--- config.mk ---
export PLATFORM = sky130hd
export DESIGN_NAME = rst_seq
export DESIGN_NICKNAME = d
export VERILOG_FILES = /design/src/rst_seq_pkg.sv /design/src/rst_seq.sv
export SDC_FILE = /design/constraint.sdc
export NUM_CORES = 1
export LEC_CHECK = 0
export BUFFER_PORTS_ARGS = -buffer_cell sky130_fd_sc_hd__buf_2
export CAP_MARGIN = 10
export CORE_UTILIZATION = 49
export DETAILED_ROUTE_END_ITERATION = 7
export GPL_TIMING_DRIVEN = 0
export PLACE_DENSITY = 0.8
export SKIP_CTS_REPAIR_TIMING = 1
export SYNTH_ARGS = -nofsm -noshare
export SYNTH_HDL_FRONTEND = slang
export SYNTH_SLANG_ARGS = --single-unit
--- constraint.sdc ---
create_clock -name clock -period 2.8 [get_ports clock]
set_input_delay 0.14 -clock clock [delete_from_list [all_inputs] [get_ports clock]]
set_output_delay 0.14 -clock clock [all_outputs]
set_load 0.05 [all_outputs]
--- src/rst_seq_pkg.sv ---
// constants and types for the reset sequencer and watchdog
// assumes a 50 MHz system clock and a 31 kHz tick from the watchdog oscillator
package rst_seq_pkg;
  localparam int unsigned CLK_PERIOD_NS = 20;
  localparam int unsigned LFOSC_HZ = 31000;
  localparam int unsigned POWERUP_DELAY_TIMER_LONG_MS = 72;
  localparam int unsigned POWERUP_DELAY_TIMER_SHORT_MS = 64;
  localparam int unsigned WDT_BASE_MS = 17;
  // supply must stay low this long before it counts as a brown-out
  localparam int unsigned BOR_QUALIFY_NS = 100;

  localparam logic [11:0] POWERUP_DELAY_TIMER_LONG_TICKS = 12'(POWERUP_DELAY_TIMER_LONG_MS * LFOSC_HZ / 1000);
  localparam logic [11:0] POWERUP_DELAY_TIMER_SHORT_TICKS = 12'(POWERUP_DELAY_TIMER_SHORT_MS * LFOSC_HZ / 1000);
  localparam logic [9:0] WDT_BASE_TICKS = 10'(WDT_BASE_MS * LFOSC_HZ / 1000);
  localparam logic [7:0] BOR_QUALIFY_CYC = 8'((BOR_QUALIFY_NS + CLK_PERIOD_NS - 1) / CLK_PERIOD_NS);

  // register indices; byte address is four times the index
  localparam logic [11:0] STATUS_IDX = 12'h003;
  localparam logic [11:0] OPTION_IDX = 12'h081;
  localparam logic [11:0] RESET_CAUSE_FLAGS_IDX = 12'h08e;
  localparam logic [11:0] CFG_IDX = 12'h0c0;
  localparam logic [13:0] STATUS_ADDR = {STATUS_IDX, 2'b00};
  localparam logic [13:0] OPTION_ADDR = {OPTION_IDX, 2'b00};
  localparam logic [13:0] RESET_CAUSE_FLAGS_ADDR = {RESET_CAUSE_FLAGS_IDX, 2'b00};
  localparam logic [13:0] CFG_ADDR = {CFG_IDX, 2'b00};

  localparam int unsigned TO_BIT = 4;
  localparam int unsigned PD_BIT = 3;
  localparam int unsigned POR_BIT = 1;
  localparam int unsigned BOR_BIT = 0;
  localparam int unsigned PSA_BIT = 3;

  localparam logic [7:0] STATUS_RST = 8'h18;
  localparam logic [7:0] OPTION_RST = 8'hff;
  localparam logic [1:0] RESET_CAUSE_FLAGS_RST = 2'h0;
  localparam logic [4:0] CFG_RST = 5'h1f;

  localparam logic [1:0] RESP_OKAY = 2'h0;
  localparam logic [1:0] RESP_SLVERR = 2'h2;

  typedef struct packed {
    logic powerup_delay_timer_disable;
    logic wdt_en;
    logic [1:0] brownout_enable_field;
    logic external_reset_pin_enable;
  } cfg_t;

  typedef enum logic [1:0] {
    ST_POWERON = 2'h0,
    ST_DELAY = 2'h1,
    ST_RUN = 2'h3,
    ST_SLEEP = 2'h2
  } seq_state_t;
endpackage : rst_seq_pkg

--- src/rst_seq.sv ---
// reset sequencer: power-up delay, brown-out, external pin, watchdog
// assumes lfosc_tick is a one-cycle pulse per watchdog oscillator period
//
// Operation
// - 72 ms delay only after power-on or brown-out
// - chip held in reset while delay counts
// - delay timer counts watchdog oscillator ticks
// - delay disable bit set skips the delay
// - watchdog counts 31 kHz oscillator ticks
// - shared 8-bit prescaler, 17 ms to 2.2 s
// - watchdog runs while its enable is set, in run or sleep only
// - assign bit and rate field pick period
// - watchdog cleared: disabled, clear instruction, wake
// - brown-out field 11 on, 10 awake, 0x off
// - qualified low supply forces reset while brown-out detection is on
// - brown-out during delay restarts 64 ms delay
// - delay starts after power-on pulse ends
// - pin low past time-out releases immediately
// - brown-out flag cleared by brown-out reset
// - power-on flag zero on power-on only
// - status bits encode each reset cause
// - power-on or brown-out loads status 0001 1xxx
// - pin enable bit makes pin active-low reset
`timescale 1ns/1ps
`default_nettype none
module rst_seq (
  // clock, reset, enable
  input wire logic clock,
  input wire logic rstn,
  input wire logic ce,
  // axi4-lite write
  input wire logic [13:0] awaddr,
  input wire logic awvalid,
  output logic awready,
  input wire logic [31:0] wdata,
  input wire logic [3:0] wstrb,
  input wire logic wvalid,
  output logic wready,
  output logic [1:0] bresp,
  output logic bvalid,
  input wire logic bready,
  // axi4-lite read
  input wire logic [13:0] araddr,
  input wire logic arvalid,
  output logic arready,
  output logic [31:0] rdata,
  output logic [1:0] rresp,
  output logic rvalid,
  input wire logic rready,
  // oscillator, supply and pin
  input wire logic lfosc_tick,
  input wire logic brownout_low,
  input wire logic ext_reset_pin_n,
  // core events
  input wire logic sleep_instr,
  input wire logic watchdog_clear_instr,
  input wire logic irq_wake,
  // sequencer outputs
  output logic chip_reset,
  output logic sleeping,
  output logic wake_resume
);

  rst_seq_pkg::seq_state_t state_ff;
  rst_seq_pkg::seq_state_t nxt_state;
  rst_seq_pkg::cfg_t cfg_ff;
  logic [7:0] status_ff;
  logic [7:0] option_ff;
  logic [1:0] reset_cause_flags_ff;
  logic [11:0] powerup_delay_timer_cnt_ff;
  logic short_delay_ff;
  logic [7:0] bor_cnt_ff;
  logic external_reset_pin_low_q_ff;
  logic [9:0] base_cnt_ff;
  logic [7:0] pre_cnt_ff;
  logic chip_reset_ff;
  logic sleeping_ff;
  logic wake_resume_ff;
  logic awready_ff;
  logic wready_ff;
  logic bvalid_ff;
  logic [1:0] bresp_ff;
  logic arready_ff;
  logic rvalid_ff;
  logic [31:0] rdata_ff;
  logic [1:0] rresp_ff;
  logic aw_got_ff;
  logic w_got_ff;
  logic [13:0] waddr_ff;
  logic [31:0] wdata_ff;
  logic [3:0] wstrb_ff;

  logic awake;
  logic bor_en;
  logic bor_low;
  logic bor_hold;
  logic bor_trip;
  logic external_reset_pin_low;
  logic external_reset_pin_fall;
  logic [11:0] powerup_delay_timer_last;
  logic powerup_delay_timer_done;
  logic [7:0] pre_last;
  logic wdt_clear;
  logic wdt_expire;
  logic wdt_reset;
  logic wdt_wake;
  logic any_wake;
  logic wr_fire;
  logic [2:0] wsel;

  // address decode shared by both channels
  function automatic logic [2:0] reg_sel(input logic [13:0] a);
    if (a == rst_seq_pkg::STATUS_ADDR) begin
      reg_sel = 3'h1;
    end else if (a == rst_seq_pkg::OPTION_ADDR) begin
      reg_sel = 3'h2;
    end else if (a == rst_seq_pkg::RESET_CAUSE_FLAGS_ADDR) begin
      reg_sel = 3'h3;
    end else if (a == rst_seq_pkg::CFG_ADDR) begin
      reg_sel = 3'h4;
    end else begin
      reg_sel = 3'h0;
    end
  endfunction : reg_sel

  assign awake = (state_ff == rst_seq_pkg::ST_RUN) || (state_ff == rst_seq_pkg::ST_SLEEP);
  // brown-out detection off during sleep for the 10 setting
  assign bor_en = cfg_ff.brownout_enable_field[1] && (cfg_ff.brownout_enable_field[0] || state_ff != rst_seq_pkg::ST_SLEEP);
  assign bor_low = bor_en && brownout_low;
  assign bor_hold = bor_low && (bor_cnt_ff == rst_seq_pkg::BOR_QUALIFY_CYC);
  assign bor_trip = bor_low && (bor_cnt_ff == rst_seq_pkg::BOR_QUALIFY_CYC - 8'h01);
  assign external_reset_pin_low = cfg_ff.external_reset_pin_enable && !ext_reset_pin_n;
  assign external_reset_pin_fall = external_reset_pin_low && !external_reset_pin_low_q_ff && awake;
  assign powerup_delay_timer_last = short_delay_ff ? rst_seq_pkg::POWERUP_DELAY_TIMER_SHORT_TICKS - 12'h001
                                    : rst_seq_pkg::POWERUP_DELAY_TIMER_LONG_TICKS - 12'h001;
  assign powerup_delay_timer_done = lfosc_tick && (powerup_delay_timer_cnt_ff == powerup_delay_timer_last) && !bor_hold;
  // without assignment the prescaler belongs to the timer, so ratio 1
  assign pre_last = option_ff[rst_seq_pkg::PSA_BIT] ? 8'((9'h001 << option_ff[2:0]) - 9'h001) : 8'h00;
  assign wdt_clear = !cfg_ff.wdt_en || watchdog_clear_instr || any_wake || !awake;
  assign wdt_expire = cfg_ff.wdt_en && awake && !watchdog_clear_instr && lfosc_tick
                      && (base_cnt_ff == rst_seq_pkg::WDT_BASE_TICKS - 10'h001)
                      && (pre_cnt_ff == pre_last);
  assign wdt_reset = wdt_expire && (state_ff == rst_seq_pkg::ST_RUN);
  assign wdt_wake = wdt_expire && (state_ff == rst_seq_pkg::ST_SLEEP);
  assign any_wake = (state_ff == rst_seq_pkg::ST_SLEEP) && (wdt_expire || irq_wake || external_reset_pin_fall);
  assign wr_fire = aw_got_ff && w_got_ff && !bvalid_ff;
  assign wsel = reg_sel(waddr_ff);

  always_comb begin
    nxt_state = state_ff;
    case (state_ff)
      rst_seq_pkg::ST_POWERON: begin
        if (!bor_hold) begin
          nxt_state = cfg_ff.powerup_delay_timer_disable ? rst_seq_pkg::ST_RUN : rst_seq_pkg::ST_DELAY;
        end
      end
      rst_seq_pkg::ST_DELAY: begin
        if (powerup_delay_timer_done) begin
          nxt_state = rst_seq_pkg::ST_RUN;
        end
      end
      rst_seq_pkg::ST_RUN: begin
        if (sleep_instr && !wdt_reset && !external_reset_pin_low) begin
          nxt_state = rst_seq_pkg::ST_SLEEP;
        end
      end
      rst_seq_pkg::ST_SLEEP: begin
        if (any_wake) begin
          nxt_state = rst_seq_pkg::ST_RUN;
        end
      end
      default: begin
        nxt_state = rst_seq_pkg::ST_POWERON;
      end
    endcase
    if (bor_trip) begin
      nxt_state = rst_seq_pkg::ST_POWERON;
    end
  end

  // sequencer state; the delay begins only once rstn has released
  always_ff @(posedge clock) begin
    if (!rstn) begin
      state_ff <= rst_seq_pkg::ST_POWERON;
    end else if (ce) begin
      state_ff <= nxt_state;
    end
  end

  // brown-out qualify counter
  always_ff @(posedge clock) begin
    if (!rstn) begin
      bor_cnt_ff <= 8'h00;
    end else if (ce) begin
      if (!bor_low) begin
        bor_cnt_ff <= 8'h00;
      end else if (!bor_hold) begin
        bor_cnt_ff <= bor_cnt_ff + 8'h01;
      end
    end
  end

  // power-up delay counts oscillator ticks, not system clocks
  always_ff @(posedge clock) begin
    if (!rstn) begin
      powerup_delay_timer_cnt_ff <= 12'h000;
      short_delay_ff <= 1'b0;
    end else if (ce) begin
      if (bor_trip) begin
        short_delay_ff <= (state_ff == rst_seq_pkg::ST_DELAY);
      end
      if (state_ff != rst_seq_pkg::ST_DELAY || bor_hold) begin
        powerup_delay_timer_cnt_ff <= 12'h000;
      end else if (lfosc_tick && !powerup_delay_timer_done) begin
        powerup_delay_timer_cnt_ff <= powerup_delay_timer_cnt_ff + 12'h001;
      end
    end
  end

  // watchdog: base divider of 17 ms then shared prescaler
  always_ff @(posedge clock) begin
    if (!rstn) begin
      base_cnt_ff <= 10'h000;
      pre_cnt_ff <= 8'h00;
    end else if (ce) begin
      if (wdt_clear) begin
        base_cnt_ff <= 10'h000;
        pre_cnt_ff <= 8'h00;
      end else if (lfosc_tick) begin
        if (base_cnt_ff == rst_seq_pkg::WDT_BASE_TICKS - 10'h001) begin
          base_cnt_ff <= 10'h000;
          pre_cnt_ff <= (pre_cnt_ff == pre_last) ? 8'h00 : pre_cnt_ff + 8'h01;
        end else begin
          base_cnt_ff <= base_cnt_ff + 10'h001;
        end
      end
    end
  end

  // chip reset follows the sequencer, the pin and a watchdog reset; pin acts at once after time-out
  always_ff @(posedge clock) begin
    if (!rstn) begin
      chip_reset_ff <= 1'b1;
      sleeping_ff <= 1'b0;
      wake_resume_ff <= 1'b0;
      external_reset_pin_low_q_ff <= 1'b0;
    end else if (ce) begin
      chip_reset_ff <= (nxt_state == rst_seq_pkg::ST_POWERON) || (nxt_state == rst_seq_pkg::ST_DELAY)
                       || external_reset_pin_low || wdt_reset;
      sleeping_ff <= (nxt_state == rst_seq_pkg::ST_SLEEP);
      wake_resume_ff <= (wdt_wake || irq_wake) && (state_ff == rst_seq_pkg::ST_SLEEP)
                        && !external_reset_pin_low && !bor_trip;
      external_reset_pin_low_q_ff <= external_reset_pin_low;
    end
  end

  // core status: hardware events override a bus write in the same cycle
  always_ff @(posedge clock) begin
    if (!rstn) begin
      status_ff <= rst_seq_pkg::STATUS_RST;
    end else if (ce) begin
      if (wr_fire && wsel == 3'h1 && wstrb_ff[0]) begin
        status_ff <= {wdata_ff[7:5], status_ff[4:3], wdata_ff[2:0]};
      end
      if (bor_trip) begin
        status_ff <= rst_seq_pkg::STATUS_RST;
      end else if (wdt_reset) begin
        status_ff <= {3'h0, 1'b0, status_ff[3:0]};
      end else if (wdt_wake) begin
        status_ff <= {status_ff[7:5], 2'h0, status_ff[2:0]};
      end else if (external_reset_pin_fall && state_ff == rst_seq_pkg::ST_SLEEP) begin
        status_ff <= {3'h0, 2'h2, status_ff[2:0]};
      end else if (external_reset_pin_fall) begin
        status_ff <= {3'h0, status_ff[4:0]};
      end else if (sleep_instr && state_ff == rst_seq_pkg::ST_RUN) begin
        status_ff <= {status_ff[7:5], 2'h2, status_ff[2:0]};
      end else if (watchdog_clear_instr && awake) begin
        status_ff <= {status_ff[7:5], 2'h3, status_ff[2:0]};
      end
    end
  end

  // option reloads on every reset, untouched by wake-up
  always_ff @(posedge clock) begin
    if (!rstn) begin
      option_ff <= rst_seq_pkg::OPTION_RST;
    end else if (ce) begin
      if (bor_trip || wdt_reset || external_reset_pin_fall) begin
        option_ff <= rst_seq_pkg::OPTION_RST;
      end else if (wr_fire && wsel == 3'h2 && wstrb_ff[0]) begin
        option_ff <= wdata_ff[7:0];
      end
    end
  end

  // reset-cause flags; software sets them, rstn clears both, a brown-out clears only the brown-out flag
  always_ff @(posedge clock) begin
    if (!rstn) begin
      reset_cause_flags_ff <= rst_seq_pkg::RESET_CAUSE_FLAGS_RST;
    end else if (ce) begin
      if (wr_fire && wsel == 3'h3 && wstrb_ff[0]) begin
        reset_cause_flags_ff <= wdata_ff[1:0];
      end
      if (bor_trip) begin
        reset_cause_flags_ff[rst_seq_pkg::BOR_BIT] <= 1'b0;
      end
    end
  end

  // configuration word bits, writable for this model
  always_ff @(posedge clock) begin
    if (!rstn) begin
      cfg_ff <= rst_seq_pkg::CFG_RST;
    end else if (ce) begin
      if (wr_fire && wsel == 3'h4 && wstrb_ff[0]) begin
        cfg_ff <= wdata_ff[4:0];
      end
    end
  end

  // write channels are taken independently, answered once both are in
  always_ff @(posedge clock) begin
    if (!rstn) begin
      awready_ff <= 1'b1;
      wready_ff <= 1'b1;
      aw_got_ff <= 1'b0;
      w_got_ff <= 1'b0;
      bvalid_ff <= 1'b0;
      bresp_ff <= rst_seq_pkg::RESP_OKAY;
      waddr_ff <= 14'h0000;
      wdata_ff <= 32'h00000000;
      wstrb_ff <= 4'h0;
    end else if (ce) begin
      if (awvalid && awready_ff) begin
        aw_got_ff <= 1'b1;
        awready_ff <= 1'b0;
        waddr_ff <= awaddr;
      end
      if (wvalid && wready_ff) begin
        w_got_ff <= 1'b1;
        wready_ff <= 1'b0;
        wdata_ff <= wdata;
        wstrb_ff <= wstrb;
      end
      if (wr_fire) begin
        bvalid_ff <= 1'b1;
        bresp_ff <= (wsel == 3'h0) ? rst_seq_pkg::RESP_SLVERR : rst_seq_pkg::RESP_OKAY;
      end
      if (bvalid_ff && bready) begin
        bvalid_ff <= 1'b0;
        aw_got_ff <= 1'b0;
        w_got_ff <= 1'b0;
        awready_ff <= 1'b1;
        wready_ff <= 1'b1;
      end
    end
  end

  // read channel, one outstanding read
  always_ff @(posedge clock) begin
    if (!rstn) begin
      arready_ff <= 1'b1;
      rvalid_ff <= 1'b0;
      rdata_ff <= 32'h00000000;
      rresp_ff <= rst_seq_pkg::RESP_OKAY;
    end else if (ce) begin
      if (arvalid && arready_ff) begin
        arready_ff <= 1'b0;
        rvalid_ff <= 1'b1;
        rresp_ff <= rst_seq_pkg::RESP_OKAY;
        case (reg_sel(araddr))
          3'h1: rdata_ff <= {24'h000000, status_ff};
          3'h2: rdata_ff <= {24'h000000, option_ff};
          3'h3: rdata_ff <= {30'h00000000, reset_cause_flags_ff};
          3'h4: rdata_ff <= {27'h0000000, cfg_ff};
          default: begin
            rdata_ff <= 32'h00000000;
            rresp_ff <= rst_seq_pkg::RESP_SLVERR;
          end
        endcase
      end else if (rvalid_ff && rready) begin
        rvalid_ff <= 1'b0;
        arready_ff <= 1'b1;
      end
    end
  end

  assign awready = awready_ff;
  assign wready = wready_ff;
  assign bvalid = bvalid_ff;
  assign bresp = bresp_ff;
  assign arready = arready_ff;
  assign rvalid = rvalid_ff;
  assign rdata = rdata_ff;
  assign rresp = rresp_ff;
  assign chip_reset = chip_reset_ff;
  assign sleeping = sleeping_ff;
  assign wake_resume = wake_resume_ff;
endmodule : rst_seq
`default_nettype wire

Word level (Yosys, flattened, before mapping)
Index checks and enable logic that the tools add are counted.
W data, S select, Z words.
{"block": "totals", "out_inout_bits": 44, "reg_bits": 134, "elab_cells": 244, "in_bits": 78}
{"block": "classes", "muxes": 60, "n_shift": 1, "eq_ne": 40, "addsub": 5, "reduce_logical": 104}
{"op": "$mux W8", "count": 17}
{"op": "$eq A14 B10 Y1 const B", "count": 6}
{"op": "$logic_and A1 B1 Y1", "count": 41}
{"op": "$mux W12", "count": 3}
{"op": "$mux W3", "count": 11}
{"op": "$pmux W8 S4", "count": 1}
{"op": "$reduce_and A2 Y1", "count": 16}
{"op": "$mux W10", "count": 3}
{"op": "$eq A14 B4 Y1 const B", "count": 2}
{"op": "$reduce_bool A2 Y1", "count": 10}
{"op": "$add A8 B1 Y8 const B", "count": 2}
{"op": "$eq A8 B3 Y1 const B", "count": 2}
{"op": "$mux W1", "count": 16}
{"op": "$mux W2", "count": 8}
{"op": "$ne A2 B2 Y1 const B", "count": 8}
{"op": "$logic_or A1 B1 Y1", "count": 14}
{"op": "$add A12 B1 Y12 const B", "count": 1}
{"op": "$eq A12 B12 Y1", "count": 1}
{"op": "$eq A3 B2 Y1 const B", "count": 4}
{"op": "$logic_not A1 Y1", "count": 11}
{"op": "$add A10 B1 Y10 const B", "count": 1}
{"op": "$eq A10 B10 Y1 const B", "count": 1}
{"op": "$ne A5 B5 Y1 const B", "count": 2}
{"op": "$reduce_bool A5 Y1", "count": 2}
{"op": "other kinds (20)", "count": 27}

Longest topological paths before layout
{"block": "depth", "ltp_word": 18, "ltp_mapped": 10, "mapped_depth_nobuf": 8}

Worst setup path before layout
No wires, ideal clock.
{"block": "synth_timing", "kind": "reg2reg", "startpoint": "reg powerup_delay_timer_cnt_ff[0]", "endpoint": "reg powerup_delay_timer_cnt_ff[8]", "n_path_buf": 1, "setup_slack_ns": 0.902, "setup_ns": 0.115, "required_ns": 2.685, "arrival_ns": 1.783, "stages_incl_launch_ff": 9, "synth_period_minus_slack_ns": 1.898, "cell_sequence": "dfxtp_1 > ha_1 > nand3_1 > nor3_1 > a21oi_2 > a21oi_1 > buf_2 > nor4_1 > o21a_1"}
{"block": "synth_via", "elab_chain_cells": 7, "word_cells_on_any_way": 10, "classes_between": "1 x add/sub; 1 x eq/ne; 2 x mux; 6 x reduce/logical"}
{"element": "from (decl)", "line": "rst_seq.sv:70", "rtl": "logic [11:0] powerup_delay_timer_cnt_ff;"}
{"element": "from (signal assigned)", "line": "rst_seq.sv:215", "rtl": "powerup_delay_timer_cnt_ff <= powerup_delay_timer_cnt_ff + 12'h001;"}
{"element": "branches (longest 7 deep; another with $add A12 B1 Y12)"}
Several ways; the timed one is not identified. The select of a mux whose other input is x is not followed.
A chain may end at the register's enable or synchronous reset.

Worst setup path after layout
{"block": "layout_timing", "startpoint": "reg base_cnt_ff[0]", "endpoint": "reg status_ff[1]"}
{"block": "layout_via", "elab_chain_cells": 6, "word_cells_on_any_way": 8, "classes_between": "3 x eq/ne; 5 x reduce/logical"}
{"element": "from (decl)", "line": "rst_seq.sv:74", "rtl": "logic [9:0] base_cnt_ff;"}
{"element": "from (signal assigned)", "line": "rst_seq.sv:234", "rtl": "base_cnt_ff <= base_cnt_ff + 10'h001;"}
{"element": "$eq A10 B10 Y1 (*)", "line": "rst_seq.sv:141", "rtl": "&& (base_cnt_ff == rst_seq_pkg::WDT_BASE_TICKS - 10'h001)"}
{"element": "$logic_and A1 B1 Y1 (*)", "line": "rst_seq.sv:141"}
{"element": "$logic_and A1 B1 Y1 (*)", "line": "rst_seq.sv:142", "rtl": "&& (pre_cnt_ff == pre_last);"}
{"element": "$logic_and A1 B1 Y1, on equally long branches", "line": "rst_seq.sv:144, rst_seq.sv:143"}
{"element": "$ne A2 B2 Y1 (no line)"}
{"element": "$reduce_and A8 Y1 (no line) (*)"}
{"element": "to (signal assigned)", "line": "rst_seq.sv:260", "rtl": "status_ff <= rst_seq_pkg::STATUS_RST;"}
{"element": "to (signal assigned)", "line": "rst_seq.sv:263", "rtl": "status_ff <= {wdata_ff[7:5], status_ff[4:3], wdata_ff[2:0]};"}
{"element": "to (signal assigned)", "line": "rst_seq.sv:266", "rtl": "status_ff <= rst_seq_pkg::STATUS_RST;"}
{"element": "to (decl)", "line": "rst_seq.sv:67", "rtl": "logic [7:0] status_ff;"}
Every way passes the cells marked *; elsewhere a longest branch is shown, timed or not.

==> results <==
- The run finished with clean final reports.
- The number of buffers and inverters on the critical path is 1.
- The endpoint kind of the worst setup timing path is a flop.
- For this configuration, the core starts out at a cell density of 0.510.
- TritonCTS built the clock tree.
- In the routed design, unresolved DRC markers number 0.
- Of all nets on the critical path, the largest fanout is 7.
- The sequential area share after synthesis is 0.386.
- The area enclosed by the die boundary is about 12000 um^2.
- Measured along the x axis, the die boundary spans roughly 110 um.
- The highest clock rate is around 0.44 GHz.
- Counting distinct cell types in the post-synthesis netlist gives between 70 and 80.
- Dividing the final minimum period by the clock period gives 0.818.
- The max-cap check violation count is 0.
- The initial antenna violation count came to 0.
- Before antenna repair, the detailed router went through 5 iterations.
- The number of synthesized register bits is about 110.
- The worst-case IR drop observed on VDD is between 0.0003 and 0.0004 V.
- Counting flops with a built-in enable in the synthesized netlist gives 0.
- The number of vias per cell is between 5 and 6.
- Sorting the synthesized cells by area gives the leading types as sky130_fd_sc_hd__dfxtp_1, sky130_fd_sc_hd__nand2_1, sky130_fd_sc_hd__a21oi_1.
- Entering global routing, the biggest net connects 20 pins.
- The clock period minus worst slack is approximately 2.3 ns.
- The final-report hold violation count was 0.
- The worst-case clock skew is about 0.01 ns.
- The via count of the first global-routing pass is about 5000.
- The most used flip-flop cell after synthesis is sky130_fd_sc_hd__dfxtp_1.
- For this block, the via count after detailed routing is roughly 5300.
- The clock root buffer is sky130_fd_sc_hd__clkbuf_16.
- The share of synthesized area in the top cell type comes to 0.386.
- Averaged over all synthesized cells, the footprint is 8.15 um^2.
- The delay of the slowest cell on the worst path is 0.41 ns.
- After floorplanning, the core was divided into 38 placement rows.
- In this run the static leakage power is approximately 2.6 nW.
- The die boundary height is between 100 and 150 um.
- After detailed routing, the average wire length per cell comes to approximately 15 um.
- The actual transition at the worst max-transition pin is 0.926 ns.
- The final layout contains routed wiring with a total length of 14100 um.
- After legalization and detailed placement, the total HPWL measured roughly 11000 um.
- The classification of the worst-slack hold path is input port to flop.
- The placeable core region is ~11000 um^2.
- The detail route stage leaves a number of antenna-violating nets equal to 0.
- 0 antenna diodes ended up in the layout.
- The number of H-tree levels is 3.
- For this design the top-level I/O count stands at between 100 and 150.
- The number of buffers inserted by port buffering is 67.
- During synthesis, Yosys emitted a total of 0 warnings.
- The clock latency at the later pin of the worst-skew pair is ~0.36 ns.
- The largest individual stage delay along the critical path comes from the cell sky130_fd_sc_hd__nor4_1.
- The total power divided by cell area is slightly above 500 nW/um^2.
- The number of filler cells placed in the layout is between 900 and 1000.
- Setup repair after global routing left no endpoint under its margin.
- The category of cells accounting for the largest share of critical-path delay is simple AND/OR/NAND/NOR gates.
- Summing all non-filler instances in the final layout gives an area of between 6000 and 7000 um^2.
- The number of endpoints failing setup at the final stage is 0.
- The share of async-settable or async-resettable flops after synthesis is 0.
- In this run the worst setup path begins at base_cnt_ff[0].
- Of the cells placed in the final design, the portion with a size suffix greater than 1 is 0.174.
- The critical path in this run is classified as flop to flop.
- The wire length of the first global-routing pass is approximately 23000 um.
- The worst hold path begins at wdata[5].
- At the end of the flow, the number of nets in the layout was around 880.
- At the end of routability-driven placement, the weighted congestion stood at 0.974.
- At the end of the flow the core is filled with cells to 0.591.
- Summing all placed instances gives a cell area of roughly 6200 um^2.
- In this run the deepest clock path goes through 2 buffers.
- For the worst setup path, the data required time is between 3 and 4 ns.
- The remaining global-route overflow is 0.
- After detailed placement, the design holds a cell count of 919.
- The worst pin sits at a relative slew slack of 0.382.
- The TritonCTS sink count is 108.
- The mapped netlist covers between 5000 and 6000 um^2.
- Clock tree synthesis inserted a total of 9 buffers.
- The layout overhead on the synthesized area is 15.8%.
- Hold timing on the final database bottoms out at a slack of between 0.01 and 0.015 ns.
- The worst setup path is launched from a flop.
- The worst register-to-register path begins at base_cnt_ff[0].
- Once layout is complete, the cells apart from fillers number between 900 and 1000.
- The critical path goes through inv_1, ha_1, nand4bb_1, nor4_1, and2_1, a31oi_1, a21boi_2, mux2i_1.
- The aggregate negative setup slack is 0 ns.
- The final count of pins violating max slew was 0.
- The first routing iteration left around 350 violations.
- The overall track demand over capacity in global routing is 0.248.
- The biggest area consumer among synthesized cells is sky130_fd_sc_hd__dfxtp_1.
- The worst endpoint data arrival time is between 2 and 3 ns.
- Synthesis produced a netlist whose cell count is 687.
- The CTS clock-pin slew for the worst setup and hold paths is about 0.070 ns.
==> state kept, by name, indices dropped and copies added (netlist names), 2 cells and up <==
signal / count
waddr_ff: 14
powerup_delay_timer_cnt_ff: 12
base_cnt_ff: 10
bor_cnt_ff: 8
option_ff: 8
pre_cnt_ff: 8
rdata: 8
status_ff: 8
wdata_ff: 8
cfg_ff: 5
reset_cause_flags_ff: 2
state_ff: 2
==> kinds of logic (layout without fill, tap and decap cells) <==
kind of cell / count (synthesis) / count (layout) / synth area share
xor+xnor: 18 / 18 / 0.0281
mux: 23 / 23 / 0.0411
buf+inv: 75 / 158 / 0.0751
fa+ha+maj: 7 / 7 / 0.0156
other cells: 1 / 26 / 0.000670
simple gates: 304 / 304 / 0.266
compound gates: 151 / 151 / 0.187
flops: 108 / 108 / 0.386
==> per-layer routing <==
layer | up-vias | track usage | part of all wire
met5 | - | 0 | 0
met4 | 0 | 0.105 | 0.027
met3 | 28 | 0.0622 | 0.071
met2 | 217 | 0.410 | 0.47
met1 | 2493 | 0.306 | 0.43
li1 | 2607 | - | -
==> report_power, final <==
group          switching, W  total [W]  internal (W)
clock              0.000610    0.00123      0.000616
combinational      0.000323   0.000473      0.000150
sequential        0.0000361    0.00161       0.00158
==> final timing paths <==
kind	cells after the start	slack, ns	end
worst min register to register	2	0.46	rdata[0]
worst max register to register	8	0.51	status_ff[1]
worst max-delay path	8	0.51	status_ff[1]
worst min-delay path	3	0.01	wdata_ff[5]
==> synthesized netlist by cell type (4+ instances only) <==
library cell	n
sky130_fd_sc_hd__a211oi_1	5
sky130_fd_sc_hd__nand2_1	105
sky130_fd_sc_hd__clkbuf_1	17
sky130_fd_sc_hd__dfxtp_1	108
sky130_fd_sc_hd__or3_1	7
sky130_fd_sc_hd__o21ai_0	14
sky130_fd_sc_hd__o22ai_1	5
sky130_fd_sc_hd__or2_2	4
sky130_fd_sc_hd__nand3_1	33
sky130_fd_sc_hd__nand4_1	8
sky130_fd_sc_hd__a21oi_1	57
sky130_fd_sc_hd__xnor2_1	10
sky130_fd_sc_hd__nor2_1	58
sky130_fd_sc_hd__ha_1	7
sky130_fd_sc_hd__nand4b_1	4
sky130_fd_sc_hd__and3_1	10
sky130_fd_sc_hd__o21a_1	6
sky130_fd_sc_hd__inv_1	19
sky130_fd_sc_hd__mux2i_1	23
sky130_fd_sc_hd__a22oi_1	5
sky130_fd_sc_hd__nand2b_1	6
sky130_fd_sc_hd__or4_1	7
sky130_fd_sc_hd__a31oi_1	4
sky130_fd_sc_hd__and2_1	9
sky130_fd_sc_hd__nor4_1	8
sky130_fd_sc_hd__a21o_1	6
sky130_fd_sc_hd__o31ai_1	7
sky130_fd_sc_hd__buf_4	32
sky130_fd_sc_hd__xor2_1	8
sky130_fd_sc_hd__nor3_1	25
==> worst min-delay path, cell delays in order <==
cell	delay, ns
sky130_fd_sc_hd__buf_2	0.09
sky130_fd_sc_hd__nand2_1	0.04
sky130_fd_sc_hd__a21oi_1	0.05
==> placed cells by master, fill, tap and decap left out, drive strengths merged, types with 4 or more instances in the layout <==
master    n
dfxtp   108
buf     106
nand2   105
nor2     59
a21oi    59
nand3    34
conb     26
nor3     26
clkbuf   26
mux2i    23
inv      22
o21ai    17
and3     10
xnor2    10
and2      9
nor4      8
nand4     8
xor2      8
o31ai     8
a211oi    8
or4       7
or3       7
ha        7
nand2b    6
o21a      6
a21o      6
a22oi     5
o22ai     5
nand4b    4
or2       4
a31oi     4
nor4b     4
==> metrics by stage <==
| stage | setup slack (ns) | total power (W) |
|---|---|---|
| 2_1_floorplan | 0.902 | 0.00199 |
| 3_3_place_gp | 0.549 | 0.00210 |
| 3_5_place_dp | 0.533 | 0.00211 |
| 4_1_cts | 0.540 | 0.00331 |
| 5_1_grt | 0.338 | 0.00343 |
| 6_report | 0.511 | 0.00331 |
==> final cells by class <==
cell class                      count  area [um^2]  area share
Sequential cell                   108         2160       0.333
Buffer                             56          349      0.0538
Timing Repair Buffer               67          335      0.0517
Tap cell                          140          175      0.0270
Inverter                           19         71.3      0.0110
Clock buffer                        9          225      0.0347
Clock inverter                      7         57.6     0.00887
Multi-Input combinational cell    529         3110       0.480
Note: power is estimated with default switching activity, not from simulation.
